<file path="src/shared/fwp_pkg.sv">
`default_nettype none
package fwp_pkg;

  // ---------------------------------------------------------------
  // protection word map
  // ---------------------------------------------------------------
  localparam int NUM_WORDS = 8;
  localparam int CHAIN_MAX = 16;
  localparam logic [23:0] PROT_BASE = 24'h0edfb0;
  localparam logic [23:0] EXT_SECT_OFS = 24'h0edfb0;
  localparam logic [23:0] PRIM_SECT_OFS = 24'h0edfb4;
  localparam logic [23:0] ACCESS_WORD_OFS = 24'h0edfb8;
  localparam logic [23:0] SPARE_WORD_OFS = 24'h0edfba;
  localparam logic [23:0] PROT_DISABLE_OFS = 24'h0edfbc;
  localparam logic [23:0] PROT_REENABLE_OFS = 24'h0edfbe;

  // 16-bit word index inside the window
  localparam logic [2:0] IDX_EXT_LO = 3'((EXT_SECT_OFS - PROT_BASE) >> 1);
  localparam logic [2:0] IDX_EXT_HI = 3'(IDX_EXT_LO + 3'h1);
  localparam logic [2:0] IDX_PRIM_LO = 3'((PRIM_SECT_OFS - PROT_BASE) >> 1);
  localparam logic [2:0] IDX_PRIM_HI = 3'(IDX_PRIM_LO + 3'h1);
  localparam logic [2:0] IDX_ACC = 3'((ACCESS_WORD_OFS - PROT_BASE) >> 1);
  localparam logic [2:0] IDX_SPARE = 3'((SPARE_WORD_OFS - PROT_BASE) >> 1);
  localparam logic [2:0] IDX_DIS = 3'((PROT_DISABLE_OFS - PROT_BASE) >> 1);
  localparam logic [2:0] IDX_EN = 3'((PROT_REENABLE_OFS - PROT_BASE) >> 1);

  // ---------------------------------------------------------------
  // field positions and reset values
  // ---------------------------------------------------------------
  localparam int ACCESS_PROTECT_BIT_POS = 0;
  localparam int DEBUG_PROTECT_BIT_POS = 1;
  localparam logic [15:0] WORD_ERASED = 16'hffff;
  localparam logic [15:0] VOL_RESET = 16'h0000;

  // ---------------------------------------------------------------
  // types
  // ---------------------------------------------------------------
  typedef logic [NUM_WORDS-1:0][15:0] fwp_img_t;

  typedef enum logic [2:0] {
    SRC_IFL_B0 = 3'h0,
    SRC_IFL_B1 = 3'h1,
    SRC_XFL = 3'h2,
    SRC_INTERNAL_RAM = 3'h3,
    SRC_EXTENSION_RAM = 3'h4,
    SRC_EXT = 3'h5
  } fwp_src_t;

  typedef enum logic [1:0] {
    TGT_IFL_DATA = 2'h0,
    TGT_IFL_JUMP = 2'h1,
    TGT_XFL = 2'h2,
    TGT_REGS = 2'h3
  } fwp_tgt_t;

  typedef enum logic [1:0] {
    ST_LOAD = 2'b01,
    ST_RUN = 2'b10
  } fwp_state_t;

  typedef struct packed {
    logic valid;
    fwp_src_t src;
    logic [23:0] addr;
    logic [31:0] data;
  } fwp_spr_req_t;

  typedef struct packed {
    logic done;
    logic refused;
  } fwp_spr_rsp_t;

  typedef struct packed {
    logic valid;
    fwp_src_t src;
    fwp_tgt_t tgt;
    logic wr;
    logic peripheral_event_transfer;
    logic debug;
    logic [1:0] bank;
    logic [3:0] sector;
  } fwp_acc_req_t;

  typedef struct packed {
    logic done;
    logic grant;
    logic dummy;
    logic wp_block;
  } fwp_acc_rsp_t;

endpackage
`default_nettype wire

</file>
<file path="src/core/fwp_top.sv">
`timescale 1ns/10ps
`default_nettype none
// What this block does
// - disable bit 0 programmed with enable bit 0 erased makes flash unprotected
// - disable bit 0 programmable only after debug and access bits
// - disable bit x programmable only after enable bit x-1
// - enable bit x with next disable erased restores access protection
// - enable bit x programmable only after disable bit x
// - protected primary flash data only reachable from primary flash code
// - at most sixteen disable then re-enable pairs
// - protected reads from RAM code give dummy data, writes dropped
// - peripheral event transfers blocked on protected flash
// - extension flash never access protected
// - foreign fetch denies primary data reads and register writes
// - sector write-protect bit at 0 inhibits writes to that sector
// - set-protection writing 1 temporarily clears sector protection
// - access bit temporary clear honoured only from flash code
// - reset or writing 0 restores temporary cleared protections
// - another bank may update protected flash without unprotection
// - temporary clear touches only volatile state, stored bits remain
// - debug bit at 0 disables debug; erased, debug bypasses protection
module fwp_top #(
  parameter int CHAIN_LEN = fwp_pkg::CHAIN_MAX
) (
  input wire logic SYS_CLK,
  input wire logic RST_B,
  input wire fwp_pkg::fwp_img_t NV_WORDS,
  input wire fwp_pkg::fwp_spr_req_t SPR_REQ,
  output var fwp_pkg::fwp_spr_rsp_t SPR_RSP,
  output var fwp_pkg::fwp_img_t NV_WR_IMAGE,
  output logic [fwp_pkg::NUM_WORDS-1:0] NV_WR_MASK,
  input wire fwp_pkg::fwp_acc_req_t ACC_REQ,
  output var fwp_pkg::fwp_acc_rsp_t ACC_RSP,
  output logic DEBUG_ENABLE,
  output logic PROT_READY
);
  import fwp_pkg::*;

  // ---------------------------------------------------------------
  // parameter check
  // ---------------------------------------------------------------
  if (CHAIN_LEN < 1 || CHAIN_LEN > CHAIN_MAX) begin : g_bad_len
    $error("CHAIN_LEN must be 1 to 16");
  end

  fwp_state_t state_r, state_nxt;
  fwp_img_t vol_r, vol_nxt;
  fwp_img_t img_r, img_nxt;
  logic [NUM_WORDS-1:0] mask_r, mask_nxt;
  fwp_spr_rsp_t spr_r, spr_nxt;
  fwp_acc_rsp_t acc_r, acc_nxt;
  logic ready_r, ready_nxt;
  logic dbg_r, dbg_nxt;
  logic [15:0] dis_bits, en_bits;
  logic [15:0] pds_ok, pen_ok, cell_dis;
  logic gate0, chain_dis, ap_eff, dbg_en;
  logic spr_ifl, spr_flash, spr_win;
  logic [2:0] spr_idx;
  logic acc_ifl, wp_ok, bypass;
  logic [2:0] wp_word;
  logic hit_w;
  logic [15:0] d, dv, prog, okv;

  // ---------------------------------------------------------------
  // permanent disable / re-enable chain
  // ---------------------------------------------------------------
  assign dis_bits = NV_WORDS[IDX_DIS];
  assign en_bits = NV_WORDS[IDX_EN];
  // first disable needs debug and access bits both programmed
  assign gate0 = ~NV_WORDS[IDX_ACC][ACCESS_PROTECT_BIT_POS] &
                 ~NV_WORDS[IDX_ACC][DEBUG_PROTECT_BIT_POS];

  genvar gx;
  generate
    for (gx = 0; gx < CHAIN_MAX; gx++) begin : g_chain
      if (gx < CHAIN_LEN) begin : g_cell
        // one pair per permanent cycle
        fwp_chain_cell u_cell (
          .dis_bit(dis_bits[gx]),
          .en_bit(en_bits[gx]),
          .prev_ok((gx == 0) ? gate0 : ~en_bits[(gx == 0) ? 0 : gx - 1]),
          .dis_active(cell_dis[gx]),
          .dis_prog_ok(pds_ok[gx]),
          .en_prog_ok(pen_ok[gx])
        );
      end else begin : g_none
        // pairs beyond the chain can never be programmed
        assign cell_dis[gx] = 1'b0;
        assign pds_ok[gx] = 1'b0;
        assign pen_ok[gx] = 1'b0;
      end
    end
  endgenerate

  // a completed re-enable leaves no live pair behind it
  assign chain_dis = |cell_dis;
  // effective access protection from the volatile access bit and the stored chain
  assign ap_eff = ~vol_r[IDX_ACC][ACCESS_PROTECT_BIT_POS] & ~chain_dis;
  // erased debug bit leaves debug features open
  assign dbg_en = vol_r[IDX_ACC][DEBUG_PROTECT_BIT_POS];

  // ---------------------------------------------------------------
  // set-protection decode
  // ---------------------------------------------------------------
  assign spr_ifl = (SPR_REQ.src == SRC_IFL_B0) ||
                   (SPR_REQ.src == SRC_IFL_B1);
  assign spr_flash = spr_ifl || (SPR_REQ.src == SRC_XFL);
  assign spr_win = (SPR_REQ.addr[23:4] == PROT_BASE[23:4]);
  assign spr_idx = SPR_REQ.addr[3:1];

  // load, set-protection and stored-bit programming
  always_comb begin
    state_nxt = state_r;
    vol_nxt = vol_r;
    img_nxt = img_r;
    mask_nxt = '0;
    spr_nxt = '0;
    hit_w = 1'b0;
    d = 16'h0000;
    dv = 16'h0000;
    prog = 16'h0000;
    okv = 16'h0000;
    case (state_r)
      ST_LOAD: begin
        // volatile copy taken before any access is judged
        vol_nxt = NV_WORDS;
        state_nxt = ST_RUN;
      end
      ST_RUN: begin
        if (SPR_REQ.valid) begin
          spr_nxt.done = 1'b1;
          if (ap_eff && !spr_ifl) begin
            spr_nxt.refused = 1'b1;
          end else if (spr_win) begin
            img_nxt = NV_WORDS;
            for (int w = 0; w < NUM_WORDS; w++) begin
              hit_w = (3'(w) == spr_idx);
              d = SPR_REQ.data[15:0];
              if (!SPR_REQ.addr[1] && 3'(w) == 3'(spr_idx + 3'h1)) begin
                hit_w = 1'b1;
                d = SPR_REQ.data[31:16];
              end
              okv = (3'(w) == IDX_DIS) ? pds_ok : pen_ok;
              prog = ~d & NV_WORDS[w];
              dv = d;
              if (hit_w && (3'(w) == IDX_DIS || 3'(w) == IDX_EN)) begin
                // chain bits only go to 0 in their legal order
                if ((prog & ~okv) != 16'h0000) begin
                  spr_nxt.refused = 1'b1;
                end
                prog = prog & okv;
                img_nxt[w] = NV_WORDS[w] & ~prog;
                mask_nxt[w] = |prog;
              end else if (hit_w && 3'(w) != IDX_SPARE) begin
                // non-flash code may restore the access bit, never clear it
                if (3'(w) == IDX_ACC && !spr_flash) begin
                  dv[ACCESS_PROTECT_BIT_POS] = vol_r[w][ACCESS_PROTECT_BIT_POS] & d[ACCESS_PROTECT_BIT_POS];
                end
                img_nxt[w] = NV_WORDS[w] & d;
                mask_nxt[w] = |prog;
                // 1 clears temporarily, 0 restores; stored bits keep 0
                vol_nxt[w] = dv;
              end
            end
          end
        end
      end
      default: begin
        state_nxt = ST_LOAD;
      end
    endcase
    ready_nxt = (state_nxt == ST_RUN);
    dbg_nxt = (state_nxt == ST_RUN) & vol_nxt[IDX_ACC][DEBUG_PROTECT_BIT_POS];
  end

  // protection state registers
  always_ff @(posedge SYS_CLK or negedge RST_B) begin
    if (!RST_B) begin
      state_r <= ST_LOAD;
      vol_r <= {NUM_WORDS{VOL_RESET}};
      img_r <= {NUM_WORDS{WORD_ERASED}};
      mask_r <= '0;
      spr_r <= '0;
      ready_r <= 1'b0;
      dbg_r <= 1'b0;
    end else begin
      state_r <= state_nxt;
      vol_r <= vol_nxt;
      img_r <= img_nxt;
      mask_r <= mask_nxt;
      spr_r <= spr_nxt;
      ready_r <= ready_nxt;
      dbg_r <= dbg_nxt;
    end
  end

  // ---------------------------------------------------------------
  // access check
  // ---------------------------------------------------------------
  assign acc_ifl = (ACC_REQ.src == SRC_IFL_B0) ||
                   (ACC_REQ.src == SRC_IFL_B1);
  assign bypass = ACC_REQ.debug & dbg_en;

  // sector bit of the addressed bank
  always_comb begin
    case (ACC_REQ.bank)
      2'h0: wp_word = IDX_PRIM_LO;
      2'h1: wp_word = IDX_PRIM_HI;
      2'h2: wp_word = IDX_EXT_LO;
      default: wp_word = IDX_EXT_HI;
    endcase
    wp_ok = vol_r[wp_word][ACC_REQ.sector];
  end

  // grant, dummy read and write-protect verdict
  always_comb begin
    acc_nxt = '0;
    if (ACC_REQ.valid) begin
      acc_nxt.done = 1'b1;
      acc_nxt.grant = 1'b1;
      if (state_r != ST_RUN) begin
        acc_nxt.grant = 1'b0;
      end else if (!bypass) begin
        case (ACC_REQ.tgt)
          TGT_IFL_DATA: begin
            if (ap_eff && ACC_REQ.peripheral_event_transfer) begin
              acc_nxt.grant = 1'b0;
            end else if (ap_eff && !acc_ifl) begin
              // another bank may still update the module
              acc_nxt.grant = ACC_REQ.wr &&
                              (ACC_REQ.src == SRC_XFL);
            end
          end
          TGT_IFL_JUMP: acc_nxt.grant = 1'b1;
          TGT_XFL: acc_nxt.grant = 1'b1;
          TGT_REGS: begin
            if (ap_eff && ACC_REQ.wr && !acc_ifl) begin
              acc_nxt.grant = 1'b0;
            end
          end
          default: acc_nxt.grant = 1'b0;
        endcase
        // protected sector swallows the write
        if (acc_nxt.grant && ACC_REQ.wr && !wp_ok &&
            (ACC_REQ.tgt == TGT_IFL_DATA || ACC_REQ.tgt == TGT_XFL)) begin
          acc_nxt.grant = 1'b0;
          acc_nxt.wp_block = 1'b1;
        end
      end
      // refused primary flash data reads return dummy data, refused writes are dropped
      acc_nxt.dummy = !acc_nxt.grant && !ACC_REQ.wr &&
                      (ACC_REQ.tgt == TGT_IFL_DATA);
    end
  end

  // access verdict register
  always_ff @(posedge SYS_CLK or negedge RST_B) begin
    if (!RST_B) begin
      acc_r <= '0;
    end else begin
      acc_r <= acc_nxt;
    end
  end

  assign SPR_RSP = spr_r;
  assign NV_WR_IMAGE = img_r;
  assign NV_WR_MASK = mask_r;
  assign ACC_RSP = acc_r;
  assign DEBUG_ENABLE = dbg_r;
  assign PROT_READY = ready_r;
endmodule
`default_nettype wire

</file>
<file path="src/core/fwp_chain_cell.sv">
`timescale 1ns/10ps
`default_nettype none
module fwp_chain_cell (
  input wire logic dis_bit,
  input wire logic en_bit,
  input wire logic prev_ok,
  output logic dis_active,
  output logic dis_prog_ok,
  output logic en_prog_ok
);

  // ---------------------------------------------------------------
  // one disable / re-enable pair of the permanent chain
  // ---------------------------------------------------------------
  // pair is live while disable is programmed and enable still erased
  assign dis_active = ~dis_bit & en_bit;
  // disable needs the previous stage completed
  assign dis_prog_ok = prev_ok;
  // enable needs its own disable programmed first
  assign en_prog_ok = ~dis_bit;

endmodule
`default_nettype wire

</file>
<file path="config.mk">
export PLATFORM = sky130hd
export DESIGN_NAME = fwp_top
export DESIGN_NICKNAME = d
export VERILOG_FILES = /design/src/shared/fwp_pkg.sv /design/src/core/fwp_top.sv /design/src/core/fwp_chain_cell.sv
export SDC_FILE = /design/constraint.sdc
export NUM_CORES = 1
export LEC_CHECK = 0
export ABC_AREA = 0
export BUFFER_PORTS_ARGS = -buffer_cell sky130_fd_sc_hd__buf_2
export CELL_PAD_IN_SITES_DETAIL_PLACEMENT = 1
export CELL_PAD_IN_SITES_GLOBAL_PLACEMENT = 1
export CORE_MARGIN = 10
export CORE_UTILIZATION = 39
export CTS_CLUSTER_DIAMETER = 30
export DETAILED_ROUTE_END_ITERATION = 10
export PLACE_DENSITY = 0.8
export SYNTH_ARGS = -nofsm -noshare
export SYNTH_HDL_FRONTEND = slang
export SYNTH_SLANG_ARGS = --single-unit
</file>
<file path="constraint.sdc">
create_clock -name SYS_CLK -period 2.5 [get_ports SYS_CLK]
set_input_delay 0.125 -clock SYS_CLK [delete_from_list [all_inputs] [get_ports SYS_CLK]]
set_output_delay 0.125 -clock SYS_CLK [all_outputs]
set_load 0.01 [all_outputs]
</file>
==> results of run 1 <==
power groups by stage:
stage	logic, W	registers (W)	clock network, W
after global routing	0.00154	0.00354	0.00803
after global placement	0.00120	0.00357	0
final	0.00148	0.00354	0.00782
after CTS	0.00141	0.00353	0.00774
after detailed placement	0.00122	0.00357	0
after floorplan	0.000498	0.00355	0
registers in the layout, summed over array words and instances, names as in the netlist:
register and cells:
NV_WR_MASK 7, DEBUG_ENABLE 1, state_r 1, SPR_RSP 2, dbg_en 1, ACC_RSP 4
vol_r 65, PROT_READY 1, NV_WR_IMAGE 128
routing by layer:
metal,track usage (%),vias to the layer above,wire (um)
met5,0,-,37
met4,21.1,6,4410
met3,10.3,270,7780
met2,58.5,1027,32000
met1,42.2,6935,24700
li1,-,5822,-
worst max path at each step:
stage / from / to / cells after the start
2_1_floorplan: SPR_REQ[33] / NV_WR_MASK[1] / 10
3_3_place_gp: NV_WORDS[126] / vol_r[9] / 11
3_5_place_dp: NV_WORDS[126] / DEBUG_ENABLE / 10
4_1_cts: state_r[0] / NV_WR_IMAGE[28] / 9
5_1_grt: SPR_REQ[35] / NV_WR_MASK[1] / 11
6_report: SPR_REQ[35] / NV_WR_MASK[1] / 11
critical path: cells and delay by family:
kind / cells / cell delay, ps
AND/OR/NAND/NOR: 2 / 510
adder cells (fa/ha/maj): 1 / 460
AO/OA/AOI/OAI: 4 / 810
buffers and inverters: 4 / 970
final cells by class:
cell class	count	share of cell area [%]
clock inverters	24	2.29
multi-input cells	967	32.3
inverters	50	1.06
flip-flops and latches	210	30.6
repair buffers	565	21.9
clock buffers	82	9.09
diodes	4	0.0565
well taps	390	2.76
stage by stage:
stage / cells / total power [W] / instance area, um2 / worst slack, ps
floorplan: 1322 / 0.00405 / 11700 / 138
global placement: 2060 / 0.00478 / 14400 / 100
detailed placement: 2060 / 0.00479 / 14400 / 22.1
CTS: 2287 / 0.0127 / 17700 / 10.1
global route: 2290 / 0.0131 / 17700 / 7.91
finish: 2292 / 0.0128 / 17700 / 73.6
cell families (layout without fill, tap and decap cells):
group	after synthesis	count (layout)	share of synthesized area (%)
other cells	1	5	0.0321
flops	210	210	46.4
simple gates	434	434	16.9
buf+inv	145	721	5.21
fa+ha+maj	7	7	0.751
compound gates	445	445	22.9
mux	80	80	7.76
repair_timing:
action / 4_1_cts / 5_1_grt
hold buffers: 121 / 0
buffers inserted: 0 / 1
setup endpoints to repair: 0 / 77
hold endpoints to repair: 244 / 0
resized for setup: 0 / 11
layout by cell type, fill, tap and decap left out, types with 7 or more instances in the layout:
cell / synthesis / final
dfstp_2: 129 / 129
dfrtp_1: 81 / 81
nor2b_1: 23 / 22
a31oi_1: 41 / 41
a211oi_1: 8 / 7
clkinv_2: 0 / 10
nand2_1: 202 / 201
o21ai_0: 181 / 179
inv_1: 50 / 50
buf_12: 0 / 15
nand3_1: 12 / 11
a21oi_1: 91 / 91
nand4_1: 9 / 9
nor3_1: 31 / 31
a221oi_1: 15 / 15
buf_4: 5 / 82
clkbuf_1: 66 / 15
mux2_2: 34 / 34
o31ai_1: 15 / 15
bufinv_16: 0 / 10
ha_1: 7 / 7
dlygate4sd3_1: 0 / 121
o22ai_1: 15 / 15
nor3b_1: 10 / 8
clkbuf_8: 0 / 12
a22oi_1: 30 / 30
clkbuf_16: 0 / 56
a22o_1: 17 / 17
mux2i_1: 41 / 41
nor2_1: 101 / 100
nand3b_1: 7 / 7
buf_2: 18 / 345
==> impl_metrics.py, run 1 <==
metrics = {
    "logic_synthesis": {
        "synth_cells": 1322,
        "synth_nets": 1534,
        "ys_types": 65,
        "synthesis.area_um2": 11700,
        "yosysSeqAreaShare_pct": 46.4,
        "synth.avg_cell_area_um2": 8.83,
        "yosys.area.top_type_share_pct": 29.0,
        "ys_seq_elements": 210,
        "postSynth.asyncResetShare_pct": 100,
        "synth-edff-count": 0,
        "yosysMostFrequentCell": "nand2_1",
        "synth.top_cells.by_area": "dfstp_2, dfrtp_1, o21ai_0",
        "synth_top_area_cell": "dfstp_2",
        "synthFlopType": "dfstp_2",
        "yosysWarnings": 0,
        "synthTopCellsByCount": "nand2_1, o21ai_0, dfstp_2",
    },
    "layout": {
        "fillers": 3390,
        "final_net_count": 2062,
        "area_growth_pct": 51.8,
        "final_util_pct": 59.9,
        "multi_input_area_um2": 5720,
        "final_layout_size_suffix_gt1_share_pct": 38.0,
        "regArea_um2": 5420,
    },
    "sta": {
        "setup_viol": 0,
        "fin_crit_sh_pct": 97.1,
        "finalHoldViolations": 0,
        "holdWs_ps": 3.56,
        "fmax_mhz": 412,
        "layout_min_cycle_time_ps": 2430,
        "tightest_slew_ps": 757,
        "fin_skew_ps": 15.4,
        "slew_viol_final": 0,
        "rsz0062_at_grt": "false",
        "setup_tns_ps": 0,
        "relSlewSlack_pct": 49.0,
    },
    "die": {
        "start_util_pct": 39.5,
        "fp.dieH_um": 193,
        "die_area_um2": 37200,
        "core_area_um2": 29600,
        "rows": 63,
        "io_pins": 349,
        "chipWidth_um": 193,
    },
    "route": {
        "firstDrtPassIters": 7,
        "viasPerCell": 6.13,
        "antenna_left": 0,
        "detail_route.wl_per_cell_um": 30.1,
        "drtIter0Drc": 1621,
        "drcViolationCount": 0,
        "num_vias": 14060,
        "routed_wl_um": 69000,
    },
    "min_path": {
        "min-delay-start": "NV_WORDS[100]",
        "min_to": "NV_WR_IMAGE[100]",
        "hp-class": "primary input to flop",
        "min_path_cells": 4,
    },
    "place": {
        "portBuffers": 346,
        "gp_congestion": 0.976,
        "dpl.hpwl_um": 45900,
    },
    "power": {
        "ir_drop_mv": 0.525,
        "power_switching_w": 0.00333,
        "p_seq_share_pct": 27.5,
        "p_leak_nw": 8.07,
        "p_int_w": 0.00951,
        "p_comb_share_pct": 11.6,
        "power_switching_share_pct": 25.9,
        "power_frac_clock_pct": 60.9,
        "power.density_nw_per_um2": 725,
    },
    "clock_tree": {
        "worst_skew_pair.late_latency_ps": 570,
        "numCtsBuffers": 56,
        "clockBufferDepth": 3,
        "clk_pin_slew_ps": 40,
        "cts_max_level": 2,
        "clockRootBuffer": "clkbuf_16",
        "clock-sinks": 210,
        "cts_tree": "yes",
    },
    "grt": {
        "grt_pass1_vias": 15300,
        "grt_max_degree": 78,
        "antenna_found_initial": 8,
        "grt_pass1_wl_um": 101000,
        "grtUsageTotal_pct": 36.1,
        "grt_overflow": 0,
    },
    "status": {
        "outcome": "completed",
    },
    "critical_path": {
        "worstPathArrival_ps": 2890,
        "path_class": "primary input to flop",
        "r2r-start": "vol_r[64]",
        "slowest_delay_ps": 560,
        "end_kind": "flop",
        "r2r-end": "NV_WR_IMAGE[53]",
        "worst_ep_required_time_ps": 2960,
        "cp-start-kind": "primary input",
        "cpMaxStageDelayCell": "dlygate4sd3_1",
        "rrSetupSlack_ps": 80,
        "path_cells": "dlygate4sd3_1 -> buf_2 -> inv_1 -> ha_1 -> nor3b_2 -> buf_12 -> a21oi_1 -> a22o_1 -> a221oi_1 -> nand3_1 -> o21a_1",
        "r2r_cells": 8,
        "cp_max_fo": 30,
    },
    "job": {
        "drv_cap": 0,
    },
}
Power figures use the tool's default switching activity.
==> run 2, diff against run 1 <==
--- a/config.mk
+++ b/config.mk
@@ -5,15 +5,15 @@
 export SDC_FILE = /design/constraint.sdc
 export NUM_CORES = 1
 export LEC_CHECK = 0
-export ABC_AREA = 0
+export ABC_AREA = 1
 export BUFFER_PORTS_ARGS = -buffer_cell sky130_fd_sc_hd__buf_2
 export CELL_PAD_IN_SITES_DETAIL_PLACEMENT = 1
 export CELL_PAD_IN_SITES_GLOBAL_PLACEMENT = 1
 export CORE_MARGIN = 10
-export CORE_UTILIZATION = 39
+export CORE_UTILIZATION = 29
 export CTS_CLUSTER_DIAMETER = 30
 export DETAILED_ROUTE_END_ITERATION = 10
-export PLACE_DENSITY = 0.8
+export PLACE_DENSITY = 0.64
 export SYNTH_ARGS = -nofsm -noshare
 export SYNTH_HDL_FRONTEND = slang
 export SYNTH_SLANG_ARGS = --single-unit
==> impl_metrics.py, run 2 <==
metrics = {
    "clock_tree": {
        "clock-sinks": 210,
        "clockRootBuffer": "clkbuf_16",
        "post_cts_buffers": 0,
        "clk_pin_slew_ps": 40,
        "cts_max_level": 3,
        "cts_tree": "yes",
        "ctsResizeCount": 0,
        "worst_skew_pair.late_latency_ps": 590,
        "clockBufferDepth": 3,
        "numCtsBuffers": 68,
    },
    "logic_synthesis": {
        "synth.top_cells.by_area": "dfstp_2, nand2_1, dfrtp_1",
        "ys_types": 43,
        "yosysMostFrequentCell": "nand2_1",
        "ys_seq_elements": 210,
        "yosysWarnings": 0,
        "synthesis.area_um2": 12000,
        "postSynth.asyncResetShare_pct": 100,
        "yosys.area.top_type_share_pct": 28.2,
        "synth_cells": 1670,
        "yosys.area_share.adder_pct": 0.728,
        "synth_top_area_cell": "dfstp_2",
        "synth_compound_area_share_pct": 18.7,
        "synth.avg_cell_area_um2": 7.20,
        "synth_top_family_by_area": "simple AND/OR/NAND/NOR gates",
        "synthTopCellsByCount": "nand2_1, o21ai_0, inv_1",
        "synthFlopType": "dfstp_2",
        "synth-edff-count": 0,
        "synth_nets": 1882,
        "yosysSeqAreaShare_pct": 45.1,
        "synthMuxAreaShare_pct": 0,
        "yosys.area_share.xor_xnor_pct": 0,
        "yosys.area_share.simple_pct": 27.2,
    },
    "sta": {
        "holdWs_ps": 16.0,
        "setup_viol": 0,
        "relSlewSlack_pct": 51.3,
        "layout_min_cycle_time_ps": 2320,
        "fmax_mhz": 431,
        "setup_tns_ps": 0,
        "rsz0062_at_grt": "false",
        "slew_viol_final": 0,
        "fin_skew_ps": 19.9,
        "fin_crit_sh_pct": 92.8,
        "finalHoldViolations": 0,
        "tightest_slew_ps": 730,
    },
    "layout": {
        "final_cell_mix": "nand2_1, buf_2, o21ai_0, dlygate4sd3_1, inv_1",
        "regArea_um2": 5420,
        "final_net_count": 2423,
        "multi_input_area_um2": 5610,
        "area_growth_pct": 53.3,
        "mostFrequentLayoutCell": "nand2_1",
        "final_layout_size_suffix_gt1_share_pct": 29.3,
        "fillers": 5069,
        "largest_register_ffs": 128,
        "final_cells": 2803,
    },
    "route": {
        "viasPerCell": 5.14,
        "num_vias": 14402,
        "drtIter0Drc": 983,
        "drcViolationCount": 0,
        "antenna_left": 0,
        "detail_route.wl_per_cell_um": 23.2,
        "firstDrtPassIters": 6,
        "routed_wl_um": 65200,
    },
    "place": {
        "placedCellCount": 2523,
        "portBuffers": 346,
        "dpl.hpwl_um": 48000,
        "gp_congestion": 0.901,
    },
    "job": {
        "drv_cap": 0,
    },
    "critical_path": {
        "r2r-start": "vol_r[64]",
        "crit_buf_inv": 3,
        "slowest_delay_ps": 440,
        "path_class": "flop to flop",
        "path_delay_family": "buffers and inverters",
        "cp-start-kind": "flop",
        "worstPathArrival_ps": 2820,
        "cp_max_fo": 38,
        "cpMostUsedCell": "nand2_1",
        "end_kind": "flop",
        "cpMaxStageDelayCell": "dfrtp_1",
        "critPathLaunch": "vol_r[64]",
        "path_cells": "inv_1 -> nand2_1 -> nor2_1 -> nand2_1 -> nor2_4 -> o211ai_4 -> nand3_4 -> inv_4 -> buf_4 -> o21ai_0 -> a31oi_1",
        "worst_ep_required_time_ps": 3000,
    },
    "status": {
        "outcome": "completed",
    },
    "grt": {
        "grtUsageTotal_pct": 25.5,
        "grt_overflow": 0,
        "grt_pass1_wl_um": 97600,
        "antenna_found_initial": 10,
        "grt_max_degree": 80,
        "grt_pass1_vias": 15867,
    },
    "min_path": {
        "min-delay-start": "SPR_REQ[12]",
        "hp-class": "primary input to flop",
    },
    "die": {
        "start_util_pct": 29.4,
        "chipWidth_um": 224,
        "die_area_um2": 50000,
        "io_pins": 349,
        "rows": 74,
        "core_area_um2": 40900,
        "fp.dieH_um": 224,
    },
    "power": {
        "power.density_nw_per_um2": 737,
        "ir_drop_mv": 0.523,
        "p_leak_nw": 8.93,
    },
}
==> run 2: changes by cell type after synthesis, moves of 34 or more <==
cell / before / now
o21ai_0: 181 / 303
nor2_1: 101 / 52
nand2_1: 202 / 610
nand3_1: 12 / 76
inv_1: 50 / 146
mux2_2: 34 / 0
mux2i_1: 41 / 0
a21oi_1: 91 / 9
==> run 2: worst reg2reg max path, stage by stage, from the launching register on <==
cell and delay (ps):
dfrtp_1 440, inv_1 80, nand2_1 70, nor2_1 40
nand2_1 150, nor2_4 70, o211ai_4 120, nand3_4 270
inv_4 260, buf_4 400, o21ai_0 160, a31oi_1 180
==> run 2: layer usage <==
| metal | track usage (%) | share of wire, % |
|---|---|---|
| met1 | 28.6 | 39 |
| met2 | 43.8 | 49 |
| met3 | 7.32 | 7.4 |
| met4 | 11.8 | 4.3 |
| met5 | 0 | 0.089 |
==> run 2: power by group <==
group / switching, W / total, W / internal, W
registers: 0.0000406 / 0.00352 / 0.00348
logic: 0.000865 / 0.00141 / 0.000549
clock network: 0.00266 / 0.00865 / 0.00599
==> run 2: cell type report <==
type                            count  share of cell area, %
Multi-Input combinational cell   1217                   30.5
Sequential cell                   210                   29.4
Timing Repair Buffer              562                   20.9
Clock buffer                       96                   10.5
Tap cell                          532                   3.61
Inverter                          152                   3.11
Clock inverter                     28                   2.02
Antenna cell                        6                 0.0814
==> run 2: cell families after synthesis <==
kind of cell | count (synthesis)
fa+ha+maj | 7
compound gates | 409
other cells | 1
flops | 210
simple gates | 800
buf+inv | 243
==> run 2: path summary, 6_finish.rpt <==
kind	cells past startpoint	slack (ps)	endpoint
worst max-delay path	11	180	NV_WR_IMAGE[105]
worst min-delay path	3	20	NV_WR_IMAGE[76]
worst max register to register	11	180	NV_WR_IMAGE[105]
worst min register to register	2	460	NV_WR_IMAGE[83]
max in group asynchronous	3	1480	NV_WR_IMAGE[32]
min in group asynchronous	2	200	vol_r[22]
==> run 2: repair_timing <==
item | in CTS | in global routing
endpoints found under the setup margin | 0 | 0
hold buffers | 150 | 0
endpoints found under the hold margin | 227 | 0
==> run 2: per-stage QoR <==
step / instance area, um2 / total power (W) / worst slack (ps) / util (%)
6_report: 18400 / 0.0136 / 180 / 45.0
5_1_grt: 18400 / 0.0141 / 3.85 / 45.0
4_1_cts: 18400 / 0.0136 / 203 / 45.0
3_5_place_dp: 14600 / 0.00476 / 17.6 / 35.7
3_3_place_gp: 14600 / 0.00474 / 116 / 35.7
2_1_floorplan: 12000 / 0.00404 / 443 / -
